--- config.mk ---
export PLATFORM = sky130hd
export DESIGN_NAME = txser_top
export DESIGN_NICKNAME = d
export VERILOG_FILES = /design/src/verilog/txser_pkg.sv /design/src/verilog/txser_fifo.sv /design/src/verilog/txser_top.sv
export VERILOG_INCLUDE_DIRS = /design/src /design/src/verilog
export SDC_FILE = /design/constraint.sdc
export NUM_CORES = 1
export LEC_CHECK = 0
export BUFFER_PORTS_ARGS = -buffer_cell sky130_fd_sc_hd__buf_4
export CORE_MARGIN = 2
export CORE_UTILIZATION = 26
export CTS_BUF_LIST = sky130_fd_sc_hd__clkbuf_16
export CTS_CLUSTER_DIAMETER = 80
export DETAILED_ROUTE_END_ITERATION = 16
export HOLD_SLACK_MARGIN = 0.03
export MAX_ROUTING_LAYER = met4
export RECOVER_POWER = 25
export SYNTH_ARGS = -nofsm -noshare
export SYNTH_HDL_FRONTEND = slang
export SYNTH_SLANG_ARGS = --single-unit
--- constraint.sdc ---
create_clock -name ref_clk_in -period 11 [get_ports ref_clk_in]
set_clock_uncertainty 0.05 [all_clocks]
set_input_delay 0 -clock ref_clk_in [delete_from_list [all_inputs] [get_ports ref_clk_in]]
set_output_delay 0 -clock ref_clk_in [all_outputs]
set_load 0.02 [all_outputs]
--- src/verilog/txser_cfg.svh ---
// Purpose: Register map, field positions, reset values and timing counts of the serializer.
// Assumes: Byte-wide register port, 16-bit register address, 250 MHz clock.
// Notes:   Definitions only; included by its bare name.
`ifndef TXSER_CFG_SVH
`define TXSER_CFG_SVH

// Register addresses on the register port.
`define TXS_ADDR_CTRL     16'h00A9
`define TXS_ADDR_TIMING   16'h00AA
`define TXS_ADDR_DATA     16'h00AB
`define TXS_ADDR_RATEL    16'h00AC
`define TXS_ADDR_RATEH    16'h00AD
`define TXS_ADDR_LVL      16'h00CE
`define TXS_ADDR_CAP_HI   16'h400C
`define TXS_ADDR_CAP_LO   16'h400D
`define TXS_ADDR_TRIM     16'h4012

// Field positions in the serializer control register.
`define TXS_CTRL_EN       0
`define TXS_CTRL_AMP_HOLD 1
`define TXS_CTRL_DIV_HOLD 2
`define TXS_CTRL_LC_HOLD  3
`define TXS_CTRL_FSK      4
`define TXS_CTRL_FDEV     5
`define TXS_CTRL_EOD_LO   6
`define TXS_CTRL_EOD_HI   7

// Field position of the bias boost bit in the trim register.
`define TXS_TRIM_BOOST    4

// End-of-data action codes.
`define TXS_EOD_OFF       2'b00
`define TXS_EOD_REPEAT    2'b01
`define TXS_EOD_ZEROS     2'b10
`define TXS_EOD_ONES      2'b11

// Reset values.
`define TXS_RST_BYTE      8'h00
`define TXS_RST_CAP       9'h000

// Warm-up time of the divider and oscillator before the first symbol.
`define TXS_CLK_MHZ       250
`define TXS_WARM_NS       1000
`define TXS_WARM_CYC      ((`TXS_WARM_NS * `TXS_CLK_MHZ + 999) / 1000)

`endif

--- src/verilog/txser_pkg.sv ---
// Purpose: Types shared by the serializer files.
// Assumes: Nothing beyond SystemVerilog.
// Notes:   Constants live in txser_cfg.svh.
package txser_pkg;

  // Byte as carried on the register port and through the FIFO.
  typedef logic [7:0] txser_byte_t;

  // Serializer sequencing states.
  typedef enum logic [1:0] {
    TXS_IDLE,
    TXS_WARM,
    TXS_RUN,
    TXS_DRAIN
  } txser_state_e;

endpackage

--- src/verilog/txser_fifo.sv ---
// Purpose: Synchronous FIFO with valid/ready on both sides.
// Assumes: Single clock, synchronous active-high reset, DEPTH a power of two.
// Notes:   No push when full, no pop when empty; both may happen in one cycle.
`timescale 1ns/1ps
`default_nettype none

module txser_fifo #(
  parameter int WIDTH = 8,
  parameter int DEPTH = 32
) (
  // Clock and reset.
  input  wire logic             ref_clk_in,
  input  wire logic             srst_in,
  // Fill side.
  input  wire logic             in_valid_in,
  output logic                  in_ready_out,
  input  wire logic [WIDTH-1:0] in_data_in,
  // Drain side.
  output logic                  out_valid_out,
  input  wire logic             out_ready_in,
  output logic [WIDTH-1:0]      out_data_out
);
  import txser_pkg::*;

  localparam int AW = $clog2(DEPTH);

  logic [WIDTH-1:0] mem_ff [DEPTH];
  logic [AW-1:0]    wr_ptr_ff;
  logic [AW-1:0]    rd_ptr_ff;
  logic [AW:0]      count_ff;
  logic             push;
  logic             pop;

  // Handshakes come straight from the fill count.
  assign in_ready_out  = (count_ff != (AW+1)'(DEPTH));
  assign out_valid_out = (count_ff != '0);
  assign push          = in_valid_in && in_ready_out;
  assign pop           = out_valid_out && out_ready_in;
  assign out_data_out  = mem_ff[rd_ptr_ff];

  // Storage array, written on push only.
  always_ff @(posedge ref_clk_in)
  begin
    if (push)
    begin
      mem_ff[wr_ptr_ff] <= in_data_in;
    end
  end

  // Pointers and fill count.
  always_ff @(posedge ref_clk_in)
  begin
    if (srst_in)
    begin
      wr_ptr_ff <= '0;
      rd_ptr_ff <= '0;
      count_ff  <= '0;
    end
    else
    begin
      if (push)
      begin
        wr_ptr_ff <= wr_ptr_ff + 1'b1;
      end
      if (pop)
      begin
        rd_ptr_ff <= rd_ptr_ff + 1'b1;
      end
      if (push && !pop)
      begin
        count_ff <= count_ff + 1'b1;
      end
      else if (pop && !push)
      begin
        count_ff <= count_ff - 1'b1;
      end
    end
  end

endmodule // txser_fifo

`default_nettype wire

--- src/verilog/txser_top.sv ---
// Purpose: Transmit serializer with amplifier, divider and oscillator control registers.
// Assumes: Byte-wide register port driven from logic on ref_clk_in; 250 MHz clock.
// Notes:   Symbol groups go out least significant symbol first.
`timescale 1ns/1ps
`default_nettype none

`include "txser_cfg.svh"

module txser_top #(
  parameter int          FIFO_DEPTH = 32,
  parameter logic [6:0]  DEV_CODE   = 7'h7F
) (
  // Clock and reset.
  input  wire logic                 ref_clk_in,
  input  wire logic                 srst_in,
  // Register port.
  input  wire logic [15:0]          reg_addr_in,
  input  wire logic                 reg_wr_en_in,
  input  wire logic                 reg_rd_en_in,
  input  wire txser_pkg::txser_byte_t reg_wdata_in,
  output txser_pkg::txser_byte_t    reg_rdata_out,
  output logic                      reg_rvalid_out,
  // Data handshake.
  output logic                      hold_empty_out,
  output logic                      new_data_pulse_out,
  // Analog controls.
  output logic                      amp_on_out,
  output logic [4:0]                amp_slices_out,
  output logic [2:0]                amp_bias_out,
  output logic                      amp_boost_out,
  output logic [8:0]                amp_cap_out,
  output logic                      divider_on_out,
  output logic                      lc_osc_on_out,
  output logic [6:0]                freq_dev_out,
  output logic                      ser_data_out,
  output logic                      ser_busy_out
);
  import txser_pkg::*;

  localparam int WARM_CYC = `TXS_WARM_CYC;

  txser_byte_t  ctrl_ff;
  txser_byte_t  timing_ff;
  txser_byte_t  rate_l_ff;
  logic [6:0]   rate_h_ff;
  txser_byte_t  lvl_ff;
  logic [8:0]   cap_ff;
  logic         boost_ff;
  txser_byte_t  hold_ff;
  logic         hold_full_ff;
  logic         wr_pulse_ff;
  txser_byte_t  rdata_ff;
  logic         rvalid_ff;
  txser_state_e state_ff;
  logic [15:0]  warm_cnt_ff;
  logic [18:0]  sym_cnt_ff;
  logic [2:0]   bit_idx_ff;
  txser_byte_t  shift_ff;
  txser_byte_t  last_grp_ff;
  logic [4:0]   slices_ff;
  logic [5:0]   edge_cnt_ff;
  logic         amp_on_ff;
  logic         div_on_ff;
  logic         lc_on_ff;
  logic [6:0]   dev_ff;
  logic         fifo_in_ready;
  logic         fifo_out_valid;
  txser_byte_t  fifo_out_data;
  logic         fifo_pop;
  logic         wr_data;
  logic         sym_tick;
  logic         grp_end;
  logic         edge_tick;
  logic [4:0]   slice_target;
  logic [1:0]   eod;

  // Symbol period in system clocks: rate times divider, a rate of zero acts as one.
  function automatic logic [18:0] sym_period(input logic [14:0] rate, input logic [2:0] div);
    logic [14:0] r;
    r = (rate == 15'h0000) ? 15'h0001 : rate;
    return 19'(r * ({1'b0, div} + 4'h1));
  endfunction

  // Index of the last symbol of a group; width field 0 is treated as two symbols.
  function automatic logic [2:0] grp_last(input logic [2:0] width);
    return (width == 3'h0) ? 3'h1 : width;
  endfunction

  // Clocks between two slice steps of an edge ramp.
  function automatic logic [5:0] edge_period(input logic [2:0] div, input logic [1:0] et);
    return 6'(({3'b000, div} + 6'h01) * ({4'h0, et} + 6'h01));
  endfunction

  assign eod     = ctrl_ff[`TXS_CTRL_EOD_HI:`TXS_CTRL_EOD_LO];
  assign wr_data = reg_wr_en_in && (reg_addr_in == `TXS_ADDR_DATA);

  // Register writes; each register has its own documented address.
  always_ff @(posedge ref_clk_in)
  begin
    if (srst_in)
    begin
      ctrl_ff   <= `TXS_RST_BYTE;
      timing_ff <= `TXS_RST_BYTE;
      rate_l_ff <= `TXS_RST_BYTE;
      rate_h_ff <= 7'h00;
      lvl_ff    <= `TXS_RST_BYTE;
      cap_ff    <= `TXS_RST_CAP;
      boost_ff  <= 1'b0;
      hold_ff   <= `TXS_RST_BYTE;
    end
    else if (reg_wr_en_in)
    begin
      case (reg_addr_in)
        `TXS_ADDR_CTRL:   ctrl_ff   <= reg_wdata_in;
        `TXS_ADDR_TIMING: timing_ff <= reg_wdata_in;
        `TXS_ADDR_DATA:   hold_ff   <= reg_wdata_in;
        `TXS_ADDR_RATEL:  rate_l_ff <= reg_wdata_in;
        `TXS_ADDR_RATEH:  rate_h_ff <= reg_wdata_in[6:0];
        `TXS_ADDR_LVL:    lvl_ff    <= reg_wdata_in;
        `TXS_ADDR_CAP_HI: cap_ff[8] <= reg_wdata_in[0];
        `TXS_ADDR_CAP_LO: cap_ff[7:0] <= reg_wdata_in;
        `TXS_ADDR_TRIM:   boost_ff  <= reg_wdata_in[`TXS_TRIM_BOOST];
        default:          ctrl_ff   <= ctrl_ff;
      endcase
    end
  end

  // Register reads answer one cycle later; unmapped addresses read zero.
  always_ff @(posedge ref_clk_in)
  begin
    if (srst_in)
    begin
      rdata_ff  <= `TXS_RST_BYTE;
      rvalid_ff <= 1'b0;
    end
    else
    begin
      rvalid_ff <= reg_rd_en_in;
      if (reg_rd_en_in)
      begin
        case (reg_addr_in)
          `TXS_ADDR_CTRL:   rdata_ff <= ctrl_ff;
          `TXS_ADDR_TIMING: rdata_ff <= timing_ff;
          `TXS_ADDR_DATA:   rdata_ff <= hold_ff;
          `TXS_ADDR_RATEL:  rdata_ff <= rate_l_ff;
          `TXS_ADDR_RATEH:  rdata_ff <= {1'b0, rate_h_ff};
          `TXS_ADDR_LVL:    rdata_ff <= lvl_ff;
          `TXS_ADDR_CAP_HI: rdata_ff <= {7'h00, cap_ff[8]};
          `TXS_ADDR_CAP_LO: rdata_ff <= cap_ff[7:0];
          `TXS_ADDR_TRIM:   rdata_ff <= {3'b000, boost_ff, 4'h0};
          default:          rdata_ff <= `TXS_RST_BYTE;
        endcase
      end
    end
  end

  // Holding byte: a write fills it, a move into the FIFO empties it; a new write wins.
  always_ff @(posedge ref_clk_in)
  begin
    if (srst_in)
    begin
      hold_full_ff <= 1'b0;
      wr_pulse_ff  <= 1'b0;
    end
    else
    begin
      wr_pulse_ff <= wr_data;
      if (wr_data)
      begin
        hold_full_ff <= 1'b1;
      end
      else if (fifo_in_ready)
      begin
        hold_full_ff <= 1'b0;
      end
    end
  end

  // Queue between the holding byte and the shifter; a full queue stalls the holding byte.
  txser_fifo #(
    .WIDTH (8),
    .DEPTH (FIFO_DEPTH)
  ) u_fifo (
    .ref_clk_in    (ref_clk_in),
    .srst_in       (srst_in),
    .in_valid_in   (hold_full_ff),
    .in_ready_out  (fifo_in_ready),
    .in_data_in    (hold_ff),
    .out_valid_out (fifo_out_valid),
    .out_ready_in  (fifo_pop),
    .out_data_out  (fifo_out_data)
  );

  // Symbol timing and group boundary decode.
  assign sym_tick = (state_ff == TXS_RUN) &&
                    (sym_cnt_ff >= sym_period({rate_h_ff, rate_l_ff}, timing_ff[2:0]) - 19'h1);
  assign grp_end  = sym_tick && (bit_idx_ff == grp_last(timing_ff[7:5]));
  assign fifo_pop = fifo_out_valid &&
                    (((state_ff == TXS_WARM) && (warm_cnt_ff == 16'(WARM_CYC - 1))) || grp_end);

  // Sequencer: warm up, run groups, drain the amplifier ramp, return to idle.
  always_ff @(posedge ref_clk_in)
  begin
    if (srst_in || !ctrl_ff[`TXS_CTRL_EN])
    begin
      state_ff    <= TXS_IDLE;
      warm_cnt_ff <= 16'h0000;
    end
    else
    begin
      case (state_ff)
        TXS_IDLE:
        begin
          warm_cnt_ff <= 16'h0000;
          if (fifo_out_valid)
          begin
            state_ff <= TXS_WARM;
          end
        end
        TXS_WARM:
        begin
          warm_cnt_ff <= warm_cnt_ff + 16'h0001;
          if (fifo_pop)
          begin
            state_ff <= TXS_RUN;
          end
        end
        TXS_RUN:
        begin
          if (grp_end && !fifo_out_valid && (eod == `TXS_EOD_OFF))
          begin
            state_ff <= TXS_DRAIN;
          end
        end
        TXS_DRAIN:
        begin
          if (slices_ff == 5'h00 || ctrl_ff[`TXS_CTRL_AMP_HOLD])
          begin
            state_ff <= TXS_IDLE;
          end
        end
        default: state_ff <= TXS_IDLE;
      endcase
    end
  end

  // Shifter: loads a group from the queue, or the end-of-data filler when it runs dry.
  always_ff @(posedge ref_clk_in)
  begin
    if (srst_in || state_ff == TXS_IDLE)
    begin
      sym_cnt_ff  <= 19'h00000;
      bit_idx_ff  <= 3'h0;
      shift_ff    <= `TXS_RST_BYTE;
      last_grp_ff <= `TXS_RST_BYTE;
    end
    else if (fifo_pop)
    begin
      sym_cnt_ff  <= 19'h00000;
      bit_idx_ff  <= 3'h0;
      shift_ff    <= fifo_out_data;
      last_grp_ff <= fifo_out_data;
    end
    else if (grp_end)
    begin
      sym_cnt_ff <= 19'h00000;
      bit_idx_ff <= 3'h0;
      case (eod)
        `TXS_EOD_REPEAT: shift_ff <= last_grp_ff;
        `TXS_EOD_ZEROS:  shift_ff <= 8'h00;
        `TXS_EOD_ONES:   shift_ff <= 8'hFF;
        default:         shift_ff <= 8'h00;
      endcase
    end
    else if (sym_tick)
    begin
      sym_cnt_ff <= 19'h00000;
      bit_idx_ff <= bit_idx_ff + 3'h1;
      shift_ff   <= {1'b0, shift_ff[7:1]};
    end
    else if (state_ff == TXS_RUN)
    begin
      sym_cnt_ff <= sym_cnt_ff + 19'h00001;
    end
  end

  // Amplifier target: full slice count while a one is sent in OOK, or throughout FSK.
  assign slice_target = ((state_ff == TXS_RUN) &&
                         (ctrl_ff[`TXS_CTRL_FSK] || shift_ff[0])) ? lvl_ff[7:3] : 5'h00;
  assign edge_tick    = (edge_cnt_ff >= edge_period(timing_ff[2:0], timing_ff[4:3]) - 6'h01);

  // Edge ramp: one slice per edge step toward the target; hold-on loads the count as is.
  always_ff @(posedge ref_clk_in)
  begin
    if (srst_in)
    begin
      slices_ff   <= 5'h00;
      edge_cnt_ff <= 6'h00;
    end
    else if (ctrl_ff[`TXS_CTRL_AMP_HOLD])
    begin
      slices_ff   <= lvl_ff[7:3];
      edge_cnt_ff <= 6'h00;
    end
    else if (slices_ff == slice_target)
    begin
      edge_cnt_ff <= 6'h00;
    end
    else if (edge_tick)
    begin
      edge_cnt_ff <= 6'h00;
      slices_ff   <= (slices_ff < slice_target) ? slices_ff + 5'h01 : slices_ff - 5'h01;
    end
    else
    begin
      edge_cnt_ff <= edge_cnt_ff + 6'h01;
    end
  end

  // Power scheduling: divider and oscillator outside idle or when held on, amplifier while driving or when held on.
  always_ff @(posedge ref_clk_in)
  begin
    if (srst_in)
    begin
      amp_on_ff <= 1'b0;
      div_on_ff <= 1'b0;
      lc_on_ff  <= 1'b0;
    end
    else
    begin
      amp_on_ff <= ctrl_ff[`TXS_CTRL_AMP_HOLD] || (slices_ff != 5'h00) ||
                   (slice_target != 5'h00);
      div_on_ff <= ctrl_ff[`TXS_CTRL_DIV_HOLD] || (state_ff != TXS_IDLE);
      lc_on_ff  <= ctrl_ff[`TXS_CTRL_LC_HOLD] || (state_ff != TXS_IDLE);
    end
  end

  // Deviation bus: forced, or following the data in FSK, else centred.
  always_ff @(posedge ref_clk_in)
  begin
    if (srst_in)
    begin
      dev_ff <= 7'h00;
    end
    else if (ctrl_ff[`TXS_CTRL_FDEV])
    begin
      dev_ff <= DEV_CODE;
    end
    else if (ctrl_ff[`TXS_CTRL_FSK] && (state_ff == TXS_RUN) && shift_ff[0])
    begin
      dev_ff <= DEV_CODE;
    end
    else
    begin
      dev_ff <= 7'h00;
    end
  end

  // Output wiring; every output comes from a flip-flop, hold_empty_out and ser_busy_out through logic.
  assign reg_rdata_out      = rdata_ff;
  assign reg_rvalid_out     = rvalid_ff;
  assign hold_empty_out     = !hold_full_ff;
  assign new_data_pulse_out = wr_pulse_ff;
  assign amp_on_out         = amp_on_ff;
  assign amp_slices_out     = slices_ff;
  assign amp_bias_out       = lvl_ff[2:0];
  assign amp_boost_out      = boost_ff;
  assign amp_cap_out        = cap_ff;
  assign divider_on_out     = div_on_ff;
  assign lc_osc_on_out      = lc_on_ff;
  assign freq_dev_out       = dev_ff;
  assign ser_data_out       = shift_ff[0];
  assign ser_busy_out       = (state_ff != TXS_IDLE);
endmodule // txser_top

`default_nettype wire

Word level (Yosys, flattened, before mapping):

Memories as Yosys holds them, arrays and structs flattened. A register that Yosys moved wholly into a read port is not among the register bits.
Index checks and enable logic that the tools add are counted.

* flip-flop bits (word level): 161
* memory bits (writable): 256
* input bits: 28
* output and inout port bits: 41
* word-level logic and storage cells: 156
* memories: 1

* $add $sub $neg: 15
* $mul: 2
* $lt $le $gt $ge: 3
* equality and inequality tests: 23
* mux-type cells: 28
* reductions and logical operators: 56

Memory list
* u_fifo.mem_ff: words 32, width 8, rd ports 1, clocked after memory_dff 1, wr ports 1, line txser_fifo.sv:27 `logic [WIDTH-1:0] mem_ff [DEPTH];`

Operator list (number)
* equality test 16 x 8 -> 1 bit (second input constant): 7
* one-hot mux 8 bit (9 select lines): 1
* equality test 16 x 15 -> 1 bit (second input constant): 3
* 2-to-1 mux 5 bit: 7
* one-hot mux 16 bit (2 select lines): 1
* 2-to-1 mux 8 bit: 3
* AND reduction 2 bit: 10
* adder 19 x 1 -> 19 bit (second input constant): 1
* greater-or-equal comparator 19 bit: 1
* multiplier 15 x 4 -> 19 bit: 1
* subtractor 19 x 1 -> 19 bit (second input constant): 1
* adder 16 x 1 -> 16 bit (second input constant): 1
* one-hot mux 8 bit (2 select lines): 1
* adder 5 x 1 -> 5 bit (second input constant): 3
* logical NOT 15 bit: 1
* 2-to-1 mux 15 bit: 1
* logical AND 1 bit: 14
* 2-to-1 mux 7 bit: 2
* adder 6 x 1 -> 6 bit (second input constant): 2
* 2-to-1 mux 6 bit: 2
* subtractor 6 x 1 -> 6 bit (second input constant): 2
* nonzero test 2 bit: 5
* nonzero test 5 bit: 2
* logical OR 1 bit: 9
* 27 further kinds: 46

Logic depth before layout (Yosys ltp):

* word-level depth: 13
* mapped depth: 37

Modules after synthesis:

Synthesis repeated with hierarchy kept, for this count alone.

* cell total of the unflattened synthesis: 1824
* area total of the unflattened synthesis: 20699.9 um^2

Modules (own cells, without submodules)
* txser_fifo: times used 1, cells an instance 626, area each 11095.6 um^2
* txser_top: times used 1, cells an instance 1198, area each 9604.2 um^2

Worst setup path before layout:

No wires, ideal clock.

* path type: reg-to-reg
* start: reg timing_ff[0]
* end: reg u_fifo.count_ff[4]
* setup time: 0.127 ns
* arrival time: 7.575 ns
* data required time: 10.823 ns
* setup slack: 3.248 ns
* stages on the path, launching flop included: 35
* path buffers: 5
* period minus slack after synthesis: 7.752 ns
* cell sequence: dfxtp_1 -> clkbuf_1 -> and3_1 -> clkbuf_1 -> clkbuf_1 -> nand2_1 -> ha_1 -> fa_1 -> inv_1 -> fa_1 -> ha_1 -> a21oi_1 -> nand2b_1 -> a21boi_0 -> o41ai_1 -> o31a_1 -> a31oi_1 -> xnor2_1 -> ha_1 -> and3_1 -> and3_1 -> a221o_1 -> o211ai_1 -> a21oi_4 -> inv_4 -> clkbuf_1 -> ha_1 -> clkbuf_1 -> xnor2_1 -> ha_1 -> nand2_1 -> nand2_1 -> o211ai_1 -> a21oi_1 -> or3b_1

* cells in the longest elaborated chain, start to end: 12
* elaborated cells on any way between the ends: 14

Ends and longest elaborated chain
* start, declared: line txser_top.sv:43 `txser_byte_t timing_ff;`
* start signal, assigned: line txser_top.sv:103 `` timing_ff <= `TXS_RST_BYTE; ``
* start signal, assigned: line txser_top.sv:115 `` `TXS_ADDR_TIMING: timing_ff <= reg_wdata_in; ``
* adder 3 x 1 -> 4 bit *: line txser_top.sv:81 `return 19'(r * ({1'b0, div} + 4'h1));`
* multiplier 15 x 4 -> 19 bit *: line txser_top.sv:81
* subtractor 19 x 1 -> 19 bit *: line txser_top.sv:196 `(sym_cnt_ff >= sym_period({rate_h_ff, rate_l_ff}, timing_ff[2:0]) - 19'h1);`
* greater-or-equal comparator 19 bit *: line txser_top.sv:196
* logical AND 1 bit *: line txser_top.sv:195 `assign sym_tick = (state_ff == TXS_RUN) &&`
* logical AND 1 bit *: line txser_top.sv:197 `assign grp_end = sym_tick && (bit_idx_ff == grp_last(timing_ff[7:5]));`
* logical OR 1 bit *: line txser_top.sv:199 `(((state_ff == TXS_WARM) && (warm_cnt_ff == 16'(WARM_CYC - 1))) || grp_end);`
* logical AND 1 bit *: line txser_top.sv:198 `assign fifo_pop = fifo_out_valid &&`
* logical AND 1 bit *: line txser_fifo.sv:38 `assign pop = out_valid_out && out_ready_in;`
* logical NOT 1 bit: line txser_fifo.sv:69 `if (push && !pop)`
* logical AND 1 bit: line txser_fifo.sv:69
* 2-to-1 mux 6 bit or nonzero test 2 bit (tied branches)
* end signal, assigned: line txser_fifo.sv:71 `count_ff <= count_ff + 1'b1;`
* end signal, assigned: line txser_fifo.sv:75 `count_ff <= count_ff - 1'b1;`
* end, declared: line txser_fifo.sv:30 `logic [AW:0] count_ff;`

Every way passes the cells marked *; elsewhere a longest branch is shown, timed or not.
A chain may end at the register's enable or synchronous reset.

Worst setup path after layout:

Ends and elaborated chain as after synthesis.

==> flow_summary.ini <==
[run_status]
outcome = complete, but fails checks
violations = capacitance limit, slew limit

[floorplanning]
die_h_um = 284
die_w_um = 284
rows = 102
initial_utilization = 0.263
io_pins = 69
die_area_um2 = 80800
core-area_um2 = 77600

[synthesis]
synth_largest_area_cell = edfxtp_1
yosysSeqAreaShare = 0.533
syn_nets = 1858
synth_edf_count = 256
synth_top_area_share = 0.377
async_flop_share = 0
syn_area_um2 = 20400
ys_top_cells_by_area = edfxtp_1 38%, dfxtp_1 16%, mux4_2 8.8%
synthFlopType = edfxtp_1
synth_warnings = 0
ys_types = 72
syn_avg_cell_area_um2 = 12.0
synthCells = 1701
ys_seq_elements = 416

[cts]
ctsResizeCount = 0
cts_hold_buf = 25
clk_latency_ns = 0.61
root_buffer = clkbuf_16
cts_buffers = 46
cts_tree = done
post_cts_buffers = 0
cts_max_level = 2
cts.reportedPaths.clkPinSlew_ns = 0.06
clk_path_buf_depth = 3
cts_sinks = 416

[timing]
finalCritPeriodShare = 0.797
setup_tns_ns = 0
report.final.hold_viol_count = 0
fmaxAchievable_mhz = 114
min_period_ns = 8.77
slew_viol_final = 243
rsz0062_at_grt = false
holdWs_ns = 0.0694
fin_ws_ns = 2.23
finalSetupViolCount = 0
relSlewSlack = -0.223
worst_pin_slew_ns = 1.83

[place]
dp.cells = 2746
place_congestion = 0.844
io_buffers = 68
pre_cts_slack_ns = 1.85
dp_hpwl_um = 34600
postPlaceCellArea_um2 = 22000

[pwr]
comb_power_share = 0.057
p_clk_frac = 0.467
switching_power_mw = 0.780
power_leakage_nw = 7.98
p_int_mw = 2.70
seq_power_share = 0.477
p_per_area_nw_per_um2 = 146
sw_frac_of_total = 0.224
peakVddDrop_mv = 0.112
total_power_mw = 3.48

[route]
viasPerCell = 4.79
drt_wl_total_um = 50800
dr.pass1.iters = 6
final_antenna_net_count = 0
via_count = 13700
drt-initial-drc-count = 1008
wl_per_cell_um = 17.8
drc_errors = 0

[min_path]
hold_class = input port to register

[setup_path]
critPathRequiredTime_ns = 11.44
critPathKind = register to register
cp.arrival_ns = 9.21
crit_fanout = 22
slowest_delay_ns = 0.73
cp_slowest_cell = dfxtp_1
critPathLaunchType = register
cpMostUsedCell = ha_1
critPathCaptureType = register

[global_route]
gr-usage-all-layers = 0.128
antenna_found_initial = 0
overflow = 0
grt_start_max_net_pins = 87
grt_pass1_vias = 13800
grt_first_pass_wirelength_um = 79900

[cells_and_area]
seq_area_um2 = 10900
drive_above_1_share = 0.144
design_area_um2 = 23900
final_cells = 2855
finalNetCount = 1936
final_cell_mix = 256 x edfxtp_1, 188 x nand2_1, 171 x nor2_1
antenna_cells = 0
multi_input_area_um2 = 8830
mostFrequentLayoutCell = edfxtp_1
post-route-util = 0.307
syn2layout_area_growth_pct = 16.8
fillers = 7806

[run]
maxCapViolCount = 7
[worst paths after layout]
| check | from | cells past startpoint | end | slack, ns |
|---|---|---|---|---|
| max | timing_ff[0]$_SDFFE_PP0P_ | 30 | u_fifo.count_ff[4]$_SDFFE_PP0P_ | 2.23 |
| min | reg_addr_in[5] | 6 | amp_boost_out$_SDFFE_PP0P_ | 0.07 |
| max reg2reg | timing_ff[0]$_SDFFE_PP0P_ | 30 | u_fifo.count_ff[4]$_SDFFE_PP0P_ | 2.23 |
| min reg2reg | last_grp_ff[5]$_SDFFE_PP0P_ | 2 | last_grp_ff[5]$_SDFFE_PP0P_ | 0.39 |
[area by class of cell]
type	count	area share
clock inverters	38	0.0193
flip-flops and latches	416	0.457
clock buffers	46	0.0483
inverters	98	0.0155
well taps	1040	0.0545
repair buffers	108	0.0355
multi-input cells	1109	0.370
[registers in the layout, summed over array words and instances (netlist names), 7 cells and up, named ones only]
name	flops
reg_rdata_out	8
rate_h_ff	7
ctrl_ff	8
lvl_ff	8
last_grp_ff	8
warm_cnt_ff	16
timing_ff	8
hold_ff	8
sym_cnt_ff	19
amp_cap_out	9
rate_l_ff	8
u_fifo.mem_ff	256
shift_ff	8
[power groups by stage]
stage          logic [mW]  clock network (mW)  registers (mW)
2_1_floorplan       0.124                   0            1.70
3_3_place_gp        0.185                   0            1.69
3_5_place_dp        0.188                   0            1.69
4_1_cts             0.196                1.66            1.66
5_1_grt             0.217                1.72            1.66
6_report            0.197                1.62            1.66
[cells in the mapped netlist (all sizes together) (7+ instances only)]
cell and n:
edfxtp 256, nand2 188, nor2 171, dfxtp 160, ha 98, inv 95
a21oi 83, mux4 80, clkbuf 56, nand3 48, o21ai 36, xor2 35
mux2i 34, fa 31, xnor2 26, nand2b 25, buf 22, and2 17
nor3 17, o211ai 17, mux2 16, nand4 16, nor2b 16, a21o 15
a31oi 13, a211oi 11, and3 11, o21a 10, a222oi 8, nor4 8
a22o 7, or3 7
[per-layer routing]
metal	track usage	wire length (um)	up-vias
met3	0.0212	2670	90
li1	-	-	6344
met4	0.0389	1240	0
met2	0.211	24400	340
met1	0.163	22500	6898
met5	-	0	-
[cell families after synthesis]
| logic type | after synthesis | synth area share |
|---|---|---|
| AO/OA/AOI/OAI | 239 | 0.0780 |
| XOR/XNOR | 61 | 0.0262 |
| adder cells (fa/ha/maj) | 129 | 0.0905 |
| buffers and inverters | 176 | 0.0347 |
| flip-flops | 416 | 0.533 |
| multiplexers | 130 | 0.114 |
| AND/OR/NAND/NOR | 550 | 0.124 |
[critical path, delay by kind of cell, from the launching register on]
family | cells | cell delay (ns)
fa+ha+maj | 8 | 2.78
flops | 1 | 0.73
compound gates | 10 | 2.66
xor+xnor | 3 | 0.99
simple gates | 7 | 1.17
buf+inv | 2 | 0.24
(Power assumes the default switching activity.)
